## src/rtl/alias_exec_map.vh

```
`ifndef ALIAS_EXEC_MAP_VH
`define ALIAS_EXEC_MAP_VH
// Operation codes
`define OP_NONE 4'h0
`define OP_OR_IMM 4'h1
`define OP_AND_IMM 4'h2
`define OP_XOR_IMM 4'h3
`define OP_NOT 4'h4
`define OP_MSHIFT_LOG 4'h5
`define OP_MSHIFT_ARITH 4'h6
`define OP_SHL1 4'h7
`define OP_CLR 4'h8
`define OP_POP 4'h9
`define OP_POP_NODST 4'ha
// Register codes
`define REG_X0 4'h0
`define REG_Y0 4'h1
`define REG_Y1 4'h2
`define REG_A1 4'h3
`define REG_B1 4'h4
`define REG_R0 4'h5
`define REG_R3 4'h8
`define REG_N 4'h9
`define REG_A 4'ha
`define REG_B 4'hb
// Condition code bit positions
`define CC_C 0
`define CC_V 1
`define CC_Z 2
`define CC_N 3
`define ONES_MASK 16'hffff
`define SHIFT_CNT_BITS 4
`define SP_RESET 16'h0000
`endif

```

## src/rtl/field_unit.v

```verilog
`default_nettype none
// ----------------------------------------
// Masked bit-field test and modify
// ----------------------------------------
module field_unit (
   input wire [1:0] kind_i,
   input wire [15:0] mask_i,
   input wire [15:0] data_i,
   output reg [15:0] result_o,
   output reg test_o
);
   // kind 0 set, 1 clear, 2 invert
   always @*
   begin
      case (kind_i)
         2'h0: test_o = ((data_i & mask_i) == 16'h0000);
         default: test_o = ((data_i & mask_i) == mask_i);
      endcase
      case (kind_i)
         2'h0: result_o = data_i | mask_i;
         2'h1: result_o = data_i & ~mask_i;
         default: result_o = data_i ^ mask_i;
      endcase
   end
endmodule // field_unit
`default_nettype wire

```

## src/rtl/alias_exec.v

```verilog
// Function
// - OR-immediate runs masked field set with the mask unchanged
// - AND-immediate runs masked field clear with the complemented mask
// - XOR-immediate runs masked field invert with the mask
// - One's complement runs masked field invert with all-ones mask
// - Field ops are read-modify-write; carry takes the bit test result
// - Multi logical left shift behaves exactly as multi arithmetic left shift
// - First register is value, low four bits of second are count
// - Single arithmetic shift of 16-bit data register runs as logical shift
// - Single arithmetic shift of accumulator is true arithmetic shift
// - Clearing 16-bit register moves zero, condition codes kept
// - Accumulator clear uses its own accumulator clear operation
// - Pop with destination reads memory at stack pointer, then decrements
// - Pop without destination only decrements stack pointer
`include "alias_exec_map.vh"
`default_nettype none
module alias_exec (
   input wire mclk_i,
   input wire rst_i,
   input wire start_i,
   input wire [3:0] op_i,
   input wire [3:0] dst_i,
   input wire [15:0] imm_i,
   input wire [15:0] src1_i,
   input wire [15:0] src2_i,
   input wire [35:0] acc_i,
   input wire mem_dst_i,
   input wire [15:0] mem_addr_i,
   input wire [15:0] mem_rdata_i,
   input wire [15:0] reg_rdata_i,
   output reg [15:0] mem_addr_o,
   output reg mem_rd_o,
   output reg mem_wr_o,
   output reg [15:0] mem_wdata_o,
   output reg reg_wr_o,
   output reg [3:0] reg_sel_o,
   output reg [15:0] reg_wdata_o,
   output reg acc_wr_o,
   output reg [35:0] acc_wdata_o,
   output reg [3:0] ccr_o,
   output reg [15:0] sp_o,
   output reg busy_o,
   output reg done_o
);
   // ----------------------------------------
   // States
   // ----------------------------------------
   localparam S_IDLE = 3'h1;
   localparam S_READ = 3'h2;
   localparam S_WRITE = 3'h4;

   reg [2:0] state_ff;
   reg [2:0] nxt_state;
   reg [3:0] op_ff;
   reg [3:0] dst_ff;
   reg [15:0] mask_ff;
   reg [1:0] kind_ff;
   reg memdst_ff;
   reg [1:0] nxt_kind;
   reg [15:0] nxt_mask;
   wire [15:0] fld_in;
   wire [15:0] fld_res;
   wire fld_test;
   wire [3:0] cnt;
   wire [15:0] msh;
   wire [15:0] msh_lost;
   wire [35:0] acc_sh;
   wire dd_dst;

   assign cnt = src2_i[`SHIFT_CNT_BITS-1:0];
   assign msh = src1_i << cnt;
   assign msh_lost = (cnt == 4'h0) ? 16'h0000 : (src1_i >> (5'h10 - {1'b0, cnt}));
   assign acc_sh = {acc_i[34:0], 1'b0};
   assign dd_dst = (dst_i != `REG_A) && (dst_i != `REG_B);
   assign fld_in = memdst_ff ? mem_rdata_i : reg_rdata_i;

   // Field test and modify datapath
   field_unit u_field (
      .kind_i(kind_ff),
      .mask_i(mask_ff),
      .data_i(fld_in),
      .result_o(fld_res),
      .test_o(fld_test)
   );

   // Mask and kind per alias
   always @*
   begin
      nxt_kind = 2'h2;
      nxt_mask = imm_i;
      case (op_i)
         `OP_OR_IMM: nxt_kind = 2'h0;
         `OP_AND_IMM:
         begin
            nxt_kind = 2'h1;
            nxt_mask = ~imm_i;
         end
         `OP_XOR_IMM: nxt_kind = 2'h2;
         `OP_NOT: nxt_mask = `ONES_MASK;
         default: nxt_kind = 2'h2;
      endcase
   end

   // Next state
   always @*
   begin
      nxt_state = S_IDLE;
      case (state_ff)
         S_IDLE:
            if (start_i && (op_ff != `OP_POP) && (op_i >= `OP_OR_IMM) && (op_i <= `OP_NOT))
               nxt_state = S_READ;
         S_READ: nxt_state = S_WRITE;
         S_WRITE: nxt_state = S_IDLE;
         default: nxt_state = S_IDLE;
      endcase
   end

   // ----------------------------------------
   // Sequencer and datapath registers
   // ----------------------------------------
   always @(posedge mclk_i or posedge rst_i)
   begin
      if (rst_i)
      begin
         state_ff <= S_IDLE;
         op_ff <= `OP_NONE;
         dst_ff <= 4'h0;
         mask_ff <= 16'h0000;
         kind_ff <= 2'h0;
         memdst_ff <= 1'b0;
         mem_addr_o <= 16'h0000;
         mem_rd_o <= 1'b0;
         mem_wr_o <= 1'b0;
         mem_wdata_o <= 16'h0000;
         reg_wr_o <= 1'b0;
         reg_sel_o <= 4'h0;
         reg_wdata_o <= 16'h0000;
         acc_wr_o <= 1'b0;
         acc_wdata_o <= 36'h000000000;
         ccr_o <= 4'h0;
         sp_o <= `SP_RESET;
         busy_o <= 1'b0;
         done_o <= 1'b0;
      end
      else
      begin
         state_ff <= nxt_state;
         mem_rd_o <= 1'b0;
         mem_wr_o <= 1'b0;
         reg_wr_o <= 1'b0;
         acc_wr_o <= 1'b0;
         done_o <= 1'b0;
         busy_o <= (nxt_state != S_IDLE);
         case (state_ff)
            S_IDLE:
               if (op_ff == `OP_POP)
               begin
                  // Pop data lands one cycle after the read, start ignored
                  op_ff <= `OP_NONE;
                  reg_wr_o <= 1'b1;
                  reg_wdata_o <= mem_rdata_i;
                  done_o <= 1'b1;
               end
               else if (start_i)
               begin
                  op_ff <= op_i;
                  dst_ff <= dst_i;
                  mask_ff <= nxt_mask;
                  kind_ff <= nxt_kind;
                  memdst_ff <= mem_dst_i;
                  reg_sel_o <= dst_i;
                  case (op_i)
                     `OP_OR_IMM, `OP_AND_IMM, `OP_XOR_IMM, `OP_NOT:
                     begin
                        // Read phase of read-modify-write
                        mem_addr_o <= mem_addr_i;
                        mem_rd_o <= mem_dst_i;
                     end
                     `OP_MSHIFT_LOG, `OP_MSHIFT_ARITH:
                     begin
                        // Shared shift datapath
                        reg_wr_o <= 1'b1;
                        reg_wdata_o <= msh;
                        ccr_o[`CC_C] <= msh_lost != 16'h0000;
                        ccr_o[`CC_V] <= 1'b0;
                        ccr_o[`CC_Z] <= msh == 16'h0000;
                        ccr_o[`CC_N] <= msh[15];
                        done_o <= 1'b1;
                     end
                     `OP_SHL1:
                        if (dd_dst)
                        begin
                           // Logical shift with logical flags
                           reg_wr_o <= 1'b1;
                           reg_wdata_o <= {src1_i[14:0], 1'b0};
                           ccr_o[`CC_C] <= src1_i[15];
                           ccr_o[`CC_V] <= 1'b0;
                           ccr_o[`CC_Z] <= src1_i[14:0] == 15'h0000;
                           ccr_o[`CC_N] <= src1_i[14];
                           done_o <= 1'b1;
                        end
                        else
                        begin
                           // True arithmetic shift of accumulator
                           acc_wr_o <= 1'b1;
                           acc_wdata_o <= acc_sh;
                           ccr_o[`CC_C] <= acc_i[35];
                           ccr_o[`CC_V] <= acc_i[35] ^ acc_i[34];
                           ccr_o[`CC_Z] <= acc_sh == 36'h000000000;
                           ccr_o[`CC_N] <= acc_sh[35];
                           done_o <= 1'b1;
                        end
                     `OP_CLR:
                        if (dd_dst)
                        begin
                           // Zero move, flags untouched
                           reg_wr_o <= 1'b1;
                           reg_wdata_o <= 16'h0000;
                           done_o <= 1'b1;
                        end
                        else
                        begin
                           // Accumulator clear path
                           acc_wr_o <= 1'b1;
                           acc_wdata_o <= 36'h000000000;
                           ccr_o[`CC_Z] <= 1'b1;
                           ccr_o[`CC_N] <= 1'b0;
                           ccr_o[`CC_V] <= 1'b0;
                           done_o <= 1'b1;
                        end
                     `OP_POP:
                     begin
                        // Read at stack pointer, then decrement
                        mem_addr_o <= sp_o;
                        mem_rd_o <= 1'b1;
                        sp_o <= sp_o - 16'h0001;
                     end
                     `OP_POP_NODST:
                     begin
                        sp_o <= sp_o - 16'h0001;
                        done_o <= 1'b1;
                     end
                     default: done_o <= 1'b0;
                  endcase
               end
            S_READ:
            begin
               // Modify and write back, carry gets the test
               ccr_o[`CC_C] <= fld_test;
               mem_wr_o <= memdst_ff;
               mem_wdata_o <= fld_res;
               reg_wr_o <= ~memdst_ff;
               reg_wdata_o <= fld_res;
            end
            S_WRITE:
            begin
               op_ff <= `OP_NONE;
               done_o <= 1'b1;
            end
            default: op_ff <= `OP_NONE;
         endcase
      end
   end
endmodule // alias_exec
`default_nettype wire

```

## config.mk

```make
export PLATFORM = sky130hd
export DESIGN_NAME = alias_exec
export DESIGN_NICKNAME = d
export VERILOG_FILES = /design/src/rtl/field_unit.v /design/src/rtl/alias_exec.v
export VERILOG_INCLUDE_DIRS = /design/src /design/src/rtl
export SDC_FILE = /design/constraint.sdc
export NUM_CORES = 1
export LEC_CHECK = 0
export ABC_AREA = 1
export BUFFER_PORTS_ARGS = -buffer_cell sky130_fd_sc_hd__buf_2
export CAP_MARGIN = 20
export CORE_MARGIN = 4
export CORE_UTILIZATION = 30
export CTS_BUF_LIST = sky130_fd_sc_hd__clkbuf_4
export DETAILED_ROUTE_END_ITERATION = 6
export PLACE_DENSITY = 0.53
export SYNTH_ARGS = -nofsm -noshare
export SYNTH_HDL_FRONTEND = slang
export SYNTH_SLANG_ARGS = --single-unit
```

## constraint.sdc

```tcl
create_clock -name mclk_i -period 5.87 [get_ports mclk_i]
set_clock_uncertainty 0.05 [all_clocks]
set_input_delay 0.587 -clock mclk_i [delete_from_list [all_inputs] [get_ports mclk_i]]
set_output_delay 0.587 -clock mclk_i [all_outputs]
set_load 0.05 [all_outputs]
```

Word level (Yosys, flattened, before mapping)
Index checks and enable logic that the tools add are counted.

operators by class
  shift operators = 2
  magnitude comparators = 2
  eq/ne operators = 29
  add/subtract/negate cells = 2
  bitwise operators = 10
  multiplexer cells = 47
  reductions and logical operators = 28

operator list
  kind                                                number
  case mux 16 bit (2 select lines)                    4
  two-way mux 16 bit                                  6
  two-way mux 36 bit                                  2
  case mux 36 bit (2 select lines)                    1
  case mux 16 bit (3 select lines)                    1
  logical NOT 36 bit                                  1
  AND 16 bit                                          2
  logical NOT 16 bit                                  2
  NOT 16 bit                                          2
  inequality test 4 bit, second input constant        5
  two-way mux 1 bit                                   18
  == test 16 bit                                      1
  == test 4 x 3 -> 1 bit, second input constant       4
  == test 4 bit, second input constant                4
  bitwise OR 16 bit                                   1
  nonzero test 16 bit                                 1
  left shift 16 x 4 -> 16 bit                         1
  right shift 16 x 5 -> 16 bit                        1
  subtractor 16 x 1 -> 16 bit, second input constant  1
  bitwise XOR 16 bit                                  1
  logical NOT 15 bit                                  1
  two-way mux 4 bit                                   3
  case mux 1 bit (2 select lines)                     6
  AND reduction 4 bit                                 3
  33 further kinds                                    48

storage, ports and cells
  logic and storage cells = 139
  input bits = 144
  register bits = 140

Longest topological paths before layout
Gate-level depths: netlist (run 1).

  depth after elaboration = 8
  mapped depth = 15
  depth with buffers taken out = 13

By module
A second synthesis (run 1) with hierarchy kept.

second synthesis, totals
  cells, all modules = 1223
  area total of the unflattened synthesis = 9064.9 µm²

by module, submodules not included
  module      area an instance (µm²)  cells an instance  instances
  alias_exec  7662.3                  1040               1
  field_unit  1402.6                  183                1

Worst setup path after synthesis (run 1)
OpenSTA, ideal clock, no wires.

  kind = input-to-reg
  start = input port src2_i[1]
  end = register ccr_o[0]
  cell stages on the path = 15
  setup time = 118 ps
  data arrival time = 2023 ps
  path slack = 3678 ps
  data required time = 5702 ps
  path buffers = 2
  cell sequence = buf_2 > clkinv_1 > buf_2 > ha_1 > inv_1 > nand2_1 > nand2_1 > a21oi_1 > nand2_1 > nand2_1 > nand2_1 > nand2_1 > nand2_1 > nand2_1 > nand2_1

between the ends
  cells in the longest elaborated chain, start to end = 8

RTL lines
  item                                 RTL line          source
  start, declared                      alias_exec.v:25   input wire [15:0] src2_i,
  subtractor 5 x 4 -> 5 bit            alias_exec.v:72   assign msh_lost = (cnt == 4'h0) ? 16'h0000 : (src1_i >> (5'h10 - {1'b0, cnt}));
  right shift 16 x 5 -> 16 bit         alias_exec.v:72
  two-way mux 16 bit (*)               alias_exec.v:72
  nonzero test 16 bit (*)              alias_exec.v:184  ccr_o[`CC_C] <= msh_lost != 16'h0000;
  case mux 1 bit (2 select lines) (*)  alias_exec.v:172  case (op_i)
  two-way mux 1 bit (*)                alias_exec.v:164  else if (start_i)
  two-way mux 1 bit (*)                alias_exec.v:156  if (op_ff == `OP_POP)
  case mux 1 bit (2 select lines) (*)  alias_exec.v:154  case (state_ff)
  end signal, assigned by index        alias_exec.v:187  ccr_o[`CC_N] <= msh[15];
  end signal, assigned by index        alias_exec.v:196  ccr_o[`CC_C] <= src1_i[15];
  end signal, assigned by index        alias_exec.v:199  ccr_o[`CC_N] <= src1_i[14];
  end, declared                        alias_exec.v:40   output reg [3:0] ccr_o,

Every way passes the cells marked *; elsewhere a longest branch is shown, timed or not. The select of a mux whose other input is x is not followed.
A chain may end at the register's enable or synchronous reset.

Worst setup path in the final report (run 1)
  start = register memdst_ff
  end = register ccr_o[0]

between the ends
  cells in the longest elaborated chain, start to end = 5

RTL lines
  item                                                  RTL line                          source
  start, declared                                       alias_exec.v:58                   reg memdst_ff;
  start signal, assigned                                alias_exec.v:170                  memdst_ff <= mem_dst_i;
  two-way mux 16 bit (*)                                alias_exec.v:75                   assign fld_in = memdst_ff ? mem_rdata_i : reg_rdata_i;
  AND 16 bit (*)                                        field_unit.v:16, field_unit.v:17
  == test 16 bit or logical NOT 16 bit (tied branches)  field_unit.v:17, field_unit.v:16
  two-way mux 1 bit (*)                                 field_unit.v:15                   case (kind_i)
  case mux 1 bit (2 select lines) (*)                   alias_exec.v:154

Every way passes the cells marked *; elsewhere a longest branch is shown, timed or not.

==> results.yml, run 1 <==
outcome:
  run_status: "complete, no violations"
floorplanning:
  width_of_the_chip_um: 181
  initial_core_util_pct: 30.8
  die_y_um: 181
  placeableCoreArea_um2: 29000
  ios: 258
  fp.dieArea_um2: 32600
  std_cell_rows: 62
pwr:
  power_frac_seq_pct: 36.1
  power_leakage_nw: 5.79
  power.switching_mw: 1.99
  p_int_mw: 1.88
  switching_share_of_power_pct: 51.5
  irDropWorstVdd_mv: 0.215
  power.share.combinational_pct: 45.9
  power.share.clock_pct: 18.0
  power_density_nw_per_um2: 360
clock_network:
  buffer_count_from_post_cts_setup_fixing: 0
  htree_num_levels: 4
  worst_setup_hold_path_clk_slew_ps: 140
  clk-insertion-delay-late_ps: 580
  cts_hold_buf: 0
  cts-buffers-inserted: 17
  clock-root-buffer: "sky130_fd_sc_hd__clkbuf_4"
  tritoncts_num_sinks: 139
  cts_resized: 0
  cts-root-to-sink-buffers: 2
  cts_tree: "built"
cells_and_area:
  layout-area-overhead-vs-synth_pct: 20.3
  drive_above_1_share_pct: 22.4
  finalNetCount: 1635
  multi_input_comb_area_um2: 4800
  layout.area.seq_um2: 3480
  n_fill_cell: 3207
  stdcell_count: 1824
yosys:
  synthesis.area_per_instance_um2: 7.37
  yosysTopAreaCellShare_pct: 38.7
  synth_cell_types: 46
  synthesis.nets: 1421
  seq_area_frac_synth_pct: 39.0
  synth-main-ff-cell: "sky130_fd_sc_hd__dfrtp_1"
  ranking_of_synthesized_cells_by_area: "sky130_fd_sc_hd__dfrtp_1, sky130_fd_sc_hd__nand2_1, sky130_fd_sc_hd__ha_1, sky130_fd_sc_hd__nand3_1, sky130_fd_sc_hd__o21ai_0"
  ys_seq_elements: 139
  ys_async_sr_fraction_pct: 100
  mapped_area_um2: 8930
  yosys.cell_count.top_type: "sky130_fd_sc_hd__nand2_1"
  synth_cells: 1211
  synth_area_leader: "sky130_fd_sc_hd__dfrtp_1"
  synth_edf_count: 0
  netlist_top_cells_count: "sky130_fd_sc_hd__nand2_1, sky130_fd_sc_hd__dfrtp_1, sky130_fd_sc_hd__nand3_1"
  ys_warn_count: 0
placed_design:
  dp_worst_slack_ps: 2440
  gp_congestion: 0.872
  hpwl_mm: 23.0
  dp.cells: 1790
  buffer_ports.inserted: 244
setup_path:
  crit_path_end_kind: "register"
  worstPathRequired_ps: 6320
  crit_cells: 12
  worstSetupPathType: "reg2reg"
  cp_data_arrival_time_ps: 3690
  reg2reg_slack_ps: 2630
  master_of_the_slowest_instance_on_the_critical_path: "sky130_fd_sc_hd__dfrtp_1"
  cp-startpoint: "memdst_ff$_DFFE_PP0P_"
  cp_cell_sequence: "inv_1 -> or2_2 -> o21ai_0 -> inv_1 -> ha_1 -> nor4_1 -> nand4_1 -> nand3_1 -> nand2_1 -> inv_1 -> nand2_1 -> nand2_1"
  worstReg2RegStart: "memdst_ff$_DFFE_PP0P_"
  worstReg2RegEnd: "ccr_o[0]$_DFFE_PP0P_"
  critical_path_buf_inv_count: 3
  cp-start-kind: "register"
  critical_path_peak_fanout: 24
  cpLargestDelayFamily: "simple AND/OR/NAND/NOR gates"
  endpoint: "ccr_o[0]$_DFFE_PP0P_"
  worst-r2r-cell-count: 12
  critical-path-max-stage-delay_ps: 830
sta:
  max_freq_mhz: 309
  maxSlewViolCount: 0
  timing.final.crit_period_ps: 3240
  rsz0062_at_grt: "false"
  post-route-worst-setup-slack_ps: 2630
  hold_violations: 0
  setup_tns_ps: 0
  post-route-period-util_pct: 55.2
  worst_pin_slew_ps: 966
  relSlewSlack_pct: 35.6
  finalSetupViolations: 0
global_routing:
  grt.total_usage_pct: 18.5
  grt_pass1_vias: 8756
  wire_length_of_the_first_global_routing_pass_mm: 48.8
  antenna_found_initial: 6
  grt.overflow.total: 0
  grt_start_max_net_pins: 101
min_path:
  hold_class: "in2async"
route:
  remaining_drc_errors: 0
  total_detailed_routing_wirelength_mm: 30.7
  number_of_nets_with_antenna_violations_after_routing: 0
  dr.first_iter.drc_count: 632
  detail_route.wl_per_cell_um: 16.8
  detailedRoute.firstPassIterationCount: 6
  num_vias: 8898
  average_vias_per_placed_instance: 4.88
job:
  timing.max_cap.violations: 0
==> cell type report <==
type | instances | share of cell area (%)
Sequential cell | 139 | 32.4
Antenna cell | 2 | 0.0466
Clock buffer | 17 | 1.19
Inverter | 109 | 3.87
Timing Repair Buffer | 249 | 11.7
Tap cell | 384 | 4.47
Multi-Input combinational cell | 909 | 44.7
Clock inverter | 15 | 1.58
==> per-stage QoR <==
| stage | power [mW] | area, um^2 | utilization (%) | hold slack [ps] |
|---|---|---|---|---|
| 2_1_floorplan | 2.67 | 8930 | - | 381 |
| 3_3_place_gp | 3.18 | 10400 | 36.0 | 402 |
| 3_5_place_dp | 3.20 | 10400 | 36.0 | 408 |
| 4_1_cts | 3.91 | 10700 | 37.0 | 106 |
| 5_1_grt | 4.12 | 10700 | 37.0 | 111 |
| 6_report | 3.87 | 10700 | 37.0 | 141 |
==> per-layer routing <==
metal / track usage, % / vias up / routed length, um
met1: 25.6 / 4168 / 14200
met5: 0 / - / 49
met3: 4.60 / 38 / 2030
met4: 4.75 / 8 / 489
met2: 29.2 / 288 / 13900
li1: - / 4396 / -
==> registers in the layout (all words and copies together) (netlist names), 2 cells and up <==
signal       cells
mask_ff         16
acc_wdata_o     35
reg_sel_o        4
mem_addr_o      16
state_ff         3
ccr_o            4
mem_wdata_o     16
op_ff            4
reg_wdata_o     16
kind_ff          2
sp_o            16
==> cells in the final DEF (no fill, tap or decap), types with 13 or more instances in the layout <==
master                     count
sky130_fd_sc_hd__dfrtp_1     138
sky130_fd_sc_hd__a21oi_1      48
sky130_fd_sc_hd__clkbuf_4     17
sky130_fd_sc_hd__inv_1        93
sky130_fd_sc_hd__nor2_1       80
sky130_fd_sc_hd__nand2_1     363
sky130_fd_sc_hd__xor2_1       13
sky130_fd_sc_hd__a31oi_1      19
sky130_fd_sc_hd__buf_2       244
sky130_fd_sc_hd__or2_2        16
sky130_fd_sc_hd__nand3_1     126
sky130_fd_sc_hd__o211ai_1     18
sky130_fd_sc_hd__o21ai_0      86
sky130_fd_sc_hd__ha_1         66
==> worst reg2reg max path, cell delays in order, from the launching register on <==
cell and delay, ps:
sky130_fd_sc_hd__dfrtp_1 830, sky130_fd_sc_hd__inv_1 380, sky130_fd_sc_hd__or2_2 390, sky130_fd_sc_hd__o21ai_0 230, sky130_fd_sc_hd__inv_1 140, sky130_fd_sc_hd__ha_1 210
sky130_fd_sc_hd__nor4_1 450, sky130_fd_sc_hd__nand4_1 150, sky130_fd_sc_hd__nand3_1 150, sky130_fd_sc_hd__nand2_1 70, sky130_fd_sc_hd__inv_1 50, sky130_fd_sc_hd__nand2_1 40
sky130_fd_sc_hd__nand2_1 50
==> power groups by stage <==
stage               clock network [mW]  logic (mW)  registers [mW]
finish                           0.696        1.77            1.40
floorplan                            0       0.605            2.07
detailed placement                   0        1.79            1.41
CTS                              0.721        1.79            1.40
global route                     0.759        1.93            1.43
global placement                     0        1.77            1.42
==> how the worst min path moves through the flow <==
stage	to	depth (start not counted)	start
global placement	reg_sel_o[0]$_DFFE_PP0P_	2	reg_sel_o[0]$_DFFE_PP0P_
detailed placement	done_o$_DFF_PP0_	1	state_ff[1]$_DFF_PP0_
global route	reg_sel_o[0]$_DFFE_PP0P_	3	dst_i[0]
CTS	reg_sel_o[0]$_DFFE_PP0P_	3	dst_i[0]
finish	acc_wdata_o[3]$_DFFE_PP0P_	2	rst_i
floorplan	done_o$_DFF_PP0_	1	state_ff[1]$_DFF_PP0_
==> logic make-up (layout without fill, tap and decap cells) <==
family / count (synthesis) / in the layout / synth area share, %
AND/OR/NAND/NOR: 635 / 635 / 30.8
AO/OA/AOI/OAI: 192 / 192 / 12.2
buffers and inverters: 163 / 390 / 7.30
flip-flops: 139 / 139 / 39.0
adder cells (fa/ha/maj): 66 / 66 / 9.25
XOR/XNOR: 15 / 15 / 1.47
other: 1 / 3 / 0.0420
No activity file was read; power rests on OpenSTA's default activity.
==> run 2: changes to the inputs <==
--- a/config.mk
+++ b/config.mk
@@ -6,7 +6,7 @@
 export SDC_FILE = /design/constraint.sdc
 export NUM_CORES = 1
 export LEC_CHECK = 0
-export ABC_AREA = 1
+export ABC_AREA = 0
 export BUFFER_PORTS_ARGS = -buffer_cell sky130_fd_sc_hd__buf_2
 export CAP_MARGIN = 20
 export CORE_MARGIN = 4
==> constraint.sdc (replaced) <==
create_clock -name mclk_i -period 3 [get_ports mclk_i]
set_clock_uncertainty 0.05 [all_clocks]
set_input_delay 0.3 -clock mclk_i [delete_from_list [all_inputs] [get_ports mclk_i]]
set_output_delay 0.3 -clock mclk_i [all_outputs]
set_load 0.05 [all_outputs]
==> results.yml, run 2 <==
yosys:
  synth_area_leader: "sky130_fd_sc_hd__dfrtp_1"
  netlist_top_cells_count: "sky130_fd_sc_hd__nand2_1, sky130_fd_sc_hd__dfrtp_1, sky130_fd_sc_hd__o21ai_0"
  synth_edf_count: 0
  ys_warn_count: 0
  synth_cells: 980
  synth_cell_types: 69
  yosys.cell_count.top_type: "sky130_fd_sc_hd__nand2_1"
  synthesis.area_per_instance_um2: 9.13
  ys_async_sr_fraction_pct: 100
  ys_seq_elements: 139
  mapped_area_um2: 8940
  yosysTopAreaCellShare_pct: 38.6
  synthesis.nets: 1190
  ranking_of_synthesized_cells_by_area: "sky130_fd_sc_hd__dfrtp_1, sky130_fd_sc_hd__ha_1, sky130_fd_sc_hd__nand2_1, sky130_fd_sc_hd__mux2i_1, sky130_fd_sc_hd__o21ai_0"
  synth-main-ff-cell: "sky130_fd_sc_hd__dfrtp_1"
  seq_area_frac_synth_pct: 38.9
placed_design:
  dp_worst_slack_ps: 136
  hpwl_mm: 22.2
  gp_congestion: 0.848
  dp.cells: 1571
  buffer_ports.inserted: 244
clock_network:
  cts-root-to-sink-buffers: 2
  htree_num_levels: 4
  clock-root-buffer: "sky130_fd_sc_hd__clkbuf_4"
  cts_tree: "built"
  clk-insertion-delay-late_ps: 560
  tritoncts_num_sinks: 139
  cts-buffers-inserted: 17
  worst_setup_hold_path_clk_slew_ps: 140
cells_and_area:
  multi_input_comb_area_um2: 4980
  stdcell_count: 1684
  layout.area.seq_um2: 3480
  final_cell_mix: "sky130_fd_sc_hd__buf_2, sky130_fd_sc_hd__nand2_1, sky130_fd_sc_hd__dfrtp_1"
  commonest_non_fill_non_tap_cell_in_the_layout: "sky130_fd_sc_hd__buf_2"
  number_of_flip_flops_in_the_largest_register: 35
  largest-register: "acc_wdata_o"
  n_fill_cell: 2969
  finalNetCount: 1495
  drive_above_1_share_pct: 27.3
  layout-area-overhead-vs-synth_pct: 31.5
pwr:
  power_frac_seq_pct: 36.5
  power.share.clock_pct: 15.6
  p_int_mw: 3.78
  irDropWorstVdd_mv: 0.567
  total_power_mw: 7.72
  power.share.combinational_pct: 48.0
  power_leakage_nw: 5.74
  power.switching_mw: 3.94
  switching_share_of_power_pct: 51.0
  power_density_nw_per_um2: 656
route:
  remaining_drc_errors: 2
  highest_metal_layer_used_by_the_detailed_router: "met4"
  wl_met3_mm: 1.70
  dr.first_iter.drc_count: 491
  detail_route.wl_per_cell_um: 18.0
  detailedRoute.firstPassIterationCount: 7
  total_detailed_routing_wirelength_mm: 30.2
  number_of_nets_with_antenna_violations_after_routing: 0
  wl_met1_mm: 13.5
  met2_wirelength_mm: 14.6
  num_vias: 8413
  average_vias_per_placed_instance: 5.00
sta:
  worst_pin_slew_ps: 1060
  hold_violations: 0
  finalSetupViolations: 0
  rsz0062_at_grt: "false"
  post-route-period-util_pct: 92.6
  max_freq_mhz: 360
  maxSlewViolCount: 0
  setup_tns_ps: 0
  timing.final.crit_period_ps: 2780
  post-route-worst-setup-slack_ps: 222
  relSlewSlack_pct: 29.4
setup_path:
  cp-start-kind: "register"
  cp_cell_sequence: "nand4bb_1 -> or4_4 -> or4_4 -> or4_4 -> nor4b_4 -> xor2_1"
  crit_top_cell: "sky130_fd_sc_hd__or4_4"
  cp_data_arrival_time_ps: 3200
  worstReg2RegStart: "state_ff[0]$_DFF_PP1_"
  cp-startpoint: "state_ff[0]$_DFF_PP1_"
  critical_path_peak_fanout: 6
  critical_path_buf_inv_count: 0
  master_of_the_slowest_instance_on_the_critical_path: "sky130_fd_sc_hd__dfstp_2"
  worstPathRequired_ps: 3420
  crit_path_end_kind: "register"
  cpLargestDelayFamily: "simple AND/OR/NAND/NOR gates"
  worstSetupPathType: "reg2reg"
  critical-path-max-stage-delay_ps: 580
global_routing:
  wire_length_of_the_first_global_routing_pass_mm: 47.7
  grt.total_usage_pct: 18.2
  grt_start_max_net_pins: 72
  grt_pass1_vias: 8324
  grt.overflow.total: 0
  antenna_found_initial: 2
outcome:
  run_status: "complete, but fails checks"
  violations_in_the_final_reports: "DRC"
job:
  timing.max_cap.violations: 0
min_path:
  hold_class: "in2reg"
  min-delay-start: "imm_i[0]"
floorplanning:
  placeableCoreArea_um2: 29100
  fp.dieArea_um2: 32600
  std_cell_rows: 62
  width_of_the_chip_um: 181
  ios: 258
  initial_core_util_pct: 30.7
  die_y_um: 181
==> run 2: worst register-to-register path, delay by kind of cell, from the launching register on <==
family           cells  cell delay (ps)
AND/OR/NAND/NOR      5             1910
flip-flops           1              580
XOR/XNOR             1              160
==> run 2: what timing repair did <==
action,4_1_cts,5_1_grt
setup buffers,0,0
endpoints found under the hold margin,100,0
hold buffers,79,0
gates resized for setup,0,1
endpoints found under the setup margin,0,1
==> run 2: final timing paths <==
check / endpoint / cells after the start / slack, ps
worst max-delay path: sp_o[15]$_DFFE_PP0P_ / 6 / 220
min in group asynchronous: acc_wdata_o[28]$_DFFE_PP0P_ / 3 / 300
worst max register to register: sp_o[15]$_DFFE_PP0P_ / 6 / 220
max in group asynchronous: state_ff[0]$_DFF_PP1_ / 4 / 1840
worst min-delay path: mask_ff[0]$_DFFE_PP0P_ / 3 / 40
worst min register to register: reg_sel_o[3]$_DFFE_PP0P_ / 2 / 440
==> run 2: through the flow <==
stage | utilization [%] | area (um^2) | hold slack (ps)
floorplan | - | 8950 | 355
global placement | 36.8 | 10700 | 358
detailed placement | 36.8 | 10700 | 357
CTS | 40.4 | 11800 | 0.713
global route | 40.4 | 11800 | 15.5
finish | 40.4 | 11800 | 40.9
==> run 2: cell families (layout without fill, tap and decap cells) <==
family | count (synthesis) | after routing | share of synthesized area (%)
XOR/XNOR | 34 | 34 | 3.33
buffers and inverters | 127 | 445 | 5.60
multiplexers | 71 | 71 | 10.1
AO/OA/AOI/OAI | 214 | 214 | 15.3
flip-flops | 139 | 139 | 38.9
adder cells (fa/ha/maj) | 66 | 66 | 9.23
AND/OR/NAND/NOR | 328 | 328 | 17.5
other | 1 | 3 | 0.0419
==> run 2: power groups by stage <==
stage | clock network, mW | logic (mW) | registers, mW
finish | 1.20 | 3.71 | 2.82
detailed placement | 0 | 3.64 | 2.86
global placement | 0 | 3.61 | 2.85
floorplan | 0 | 1.14 | 4.28
global route | 1.35 | 3.98 | 2.89
CTS | 1.27 | 3.73 | 2.82
==> run 2: final cells by class <==
class,instances,area share (%)
Clock inverter,15,1.12
Timing Repair Buffer,361,20.1
Inverter,52,1.69
Clock buffer,17,1.08
Tap cell,384,4.08
Antenna cell,2,0.0425
Sequential cell,139,29.6
Multi-Input combinational cell,714,42.3
==> run 2: metal layers <==
metal  vias to the layer above  global-route usage [%]
li1                       4064                       -
met1                      4069                    25.1
met2                       258                    30.0
met3                        22                    2.97
met4                         0                    4.26
met5                         -                       0
==> run 3: changes to the inputs <==
--- a/config.mk
+++ b/config.mk
@@ -9,11 +9,13 @@
 export ABC_AREA = 0
 export BUFFER_PORTS_ARGS = -buffer_cell sky130_fd_sc_hd__buf_2
 export CAP_MARGIN = 20
+export CORE_ASPECT_RATIO = 0.75
 export CORE_MARGIN = 4
 export CORE_UTILIZATION = 30
-export CTS_BUF_LIST = sky130_fd_sc_hd__clkbuf_4
+export CTS_BUF_LIST = sky130_fd_sc_hd__clkbuf_8
 export DETAILED_ROUTE_END_ITERATION = 6
 export PLACE_DENSITY = 0.53
+export SKIP_CTS_REPAIR_TIMING = 1
 export SYNTH_ARGS = -nofsm -noshare
 export SYNTH_HDL_FRONTEND = slang
 export SYNTH_SLANG_ARGS = --single-unit
==> results.yml, run 3 (synthesis results as in run 2) <==
setup_path:
  cp_data_arrival_time_ps: 3160
  cp_cell_sequence: "nand4bb_1 -> or4_4 -> or4_4 -> or4_4 -> nor4b_4 -> xor2_1"
  worstSetupPathType: "reg2reg"
  critical-path-max-stage-delay_ps: 600
  cp-start-kind: "register"
  crit_path_end_kind: "register"
  cpLargestDelayFamily: "simple AND/OR/NAND/NOR gates"
  master_of_the_slowest_instance_on_the_critical_path: "sky130_fd_sc_hd__or4_4"
  crit_top_cell: "sky130_fd_sc_hd__or4_4"
  worstPathRequired_ps: 3330
  critical_path_buf_inv_count: 0
  critical_path_peak_fanout: 6
sta:
  relSlewSlack_pct: 43.4
  hold_violations: 0
  post-route-period-util_pct: 94.2
  timing.final.crit_period_ps: 2830
  max_freq_mhz: 354
  setup_tns_ps: 0
  maxSlewViolCount: 0
  finalSetupViolations: 0
  rsz0062_at_grt: "false"
  post-route-worst-setup-slack_ps: 173
  worst_pin_slew_ps: 847
placed_design:
  dp_worst_slack_ps: 101
  gp_congestion: 0.893
  buffer_ports.inserted: 244
  hpwl_mm: 23.3
floorplanning:
  ios: 258
  fp.dieArea_um2: 32700
  placeableCoreArea_um2: 29300
  initial_core_util_pct: 30.6
  width_of_the_chip_um: 207
  std_cell_rows: 54
  die_y_um: 158
clock_network:
  cts-root-to-sink-buffers: 2
  clock-root-buffer: "sky130_fd_sc_hd__clkbuf_8"
  cts_tree: "built"
  htree_num_levels: 4
  cts-buffers-inserted: 17
  worst_setup_hold_path_clk_slew_ps: 100
  clk-insertion-delay-late_ps: 460
  tritoncts_num_sinks: 139
global_routing:
  grt_start_max_net_pins: 50
  wire_length_of_the_first_global_routing_pass_mm: 46.9
  grt.overflow.total: 0
  grt_pass1_vias: 7898
  grt.total_usage_pct: 18.3
  antenna_found_initial: 1
route:
  average_vias_per_placed_instance: 4.97
  dr.first_iter.drc_count: 549
  num_vias: 8060
  detail_route.wl_per_cell_um: 18.6
  total_detailed_routing_wirelength_mm: 30.2
  remaining_drc_errors: 0
  detailedRoute.firstPassIterationCount: 5
  number_of_nets_with_antenna_violations_after_routing: 0
pwr:
  power_frac_seq_pct: 34.2
  p_int_mw: 4.15
  switching_share_of_power_pct: 49.2
  irDropWorstVdd_mv: 0.526
  power_leakage_nw: 5.53
  power.share.combinational_pct: 45.2
  power_density_nw_per_um2: 726
  power.share.clock_pct: 20.5
  power.switching_mw: 4.01
cells_and_area:
  largest-register: "acc_wdata_o"
  antenna_cells: 0
  post-route-util_pct: 38.4
  commonest_non_fill_non_tap_cell_in_the_layout: "sky130_fd_sc_hd__buf_2"
  layout-area-overhead-vs-synth_pct: 25.5
  number_of_flip_flops_in_the_largest_register: 35
  finalNetCount: 1428
  drive_above_1_share_pct: 29.2
  final_cell_mix: "sky130_fd_sc_hd__buf_2, sky130_fd_sc_hd__nand2_1, sky130_fd_sc_hd__dfrtp_1"
min_path:
  hold_class: "in2reg"
outcome:
  run_status: "complete, no violations"
job:
  timing.max_cap.violations: 0
run 3: final timing paths:
kind                                              from                           to  slack [ps]  cells past startpoint
hold / removal                               acc_i[21]  acc_wdata_o[22]$_DFFE_PP0P_          20                      3
min in group asynchronous                        rst_i   mem_wdata_o[8]$_DFFE_PP0P_         490                      3
setup / recovery                 state_ff[0]$_DFF_PP1_         sp_o[15]$_DFFE_PP0P_         170                      6
hold reg to reg            mem_wdata_o[12]$_DFFE_PP0P_  mem_wdata_o[12]$_DFFE_PP0P_         420                      2
setup reg to reg                 state_ff[0]$_DFF_PP1_         sp_o[15]$_DFFE_PP0P_         170                      6
max in group asynchronous                        rst_i   mem_addr_o[12]$_DFFE_PP0P_        1680                      4
run 3: metrics by stage:
| stage | total power, mW | hold slack, ps | area (um^2) | std cells |
|---|---|---|---|---|
| after floorplan | 5.42 | 355 | 8950 | 980 |
| final | 8.15 | 19.4 | 11200 | 1623 |
| after detailed placement | 6.52 | 408 | 10700 | 1584 |
| after global routing | 8.64 | 5.05 | 11200 | 1623 |
| after CTS | 8.22 | -59.6 | 11100 | 1616 |
| after global placement | 6.48 | 404 | 10700 | 1584 |
run 3: power by group through the flow:
| stage | combinational, mW | clock (mW) | sequential, mW |
|---|---|---|---|
| floorplan | 1.14 | 0 | 4.28 |
| global placement | 3.65 | 0 | 2.83 |
| detailed placement | 3.69 | 0 | 2.83 |
| CTS | 3.70 | 1.73 | 2.79 |
| global route | 3.98 | 1.79 | 2.87 |
| finish | 3.69 | 1.68 | 2.79 |
run 3: area by class of cell:
| cell class | count | area (um^2) |
|---|---|---|
| Sequential cell | 139 | 3480 |
| Tap cell | 392 | 490 |
| Fill cell | 3022 | 18000 |
| Clock buffer | 17 | 234 |
| Timing Repair Buffer | 294 | 1650 |
| Multi-Input combinational cell | 714 | 4990 |
| Clock inverter | 15 | 184 |
| Inverter | 52 | 199 |
run 3: metal layers:
metal / routed length (um) / up-vias / track usage (%)
met4: 329 / 2 / 3.34
met3: 1910 / 21 / 4.18
met1: 15200 / 3854 / 27.8
li1: - / 3919 / -
met2: 12800 / 264 / 26.7
met5: 13 / - / 0
run 3: worst reg2reg max path, cell delays in order, from the launching register on:
cell	delay [ps]
sky130_fd_sc_hd__dfstp_2	570
sky130_fd_sc_hd__nand4bb_1	170
sky130_fd_sc_hd__or4_4	600
sky130_fd_sc_hd__or4_4	450
sky130_fd_sc_hd__or4_4	500
sky130_fd_sc_hd__nor4b_4	240
sky130_fd_sc_hd__xor2_1	170
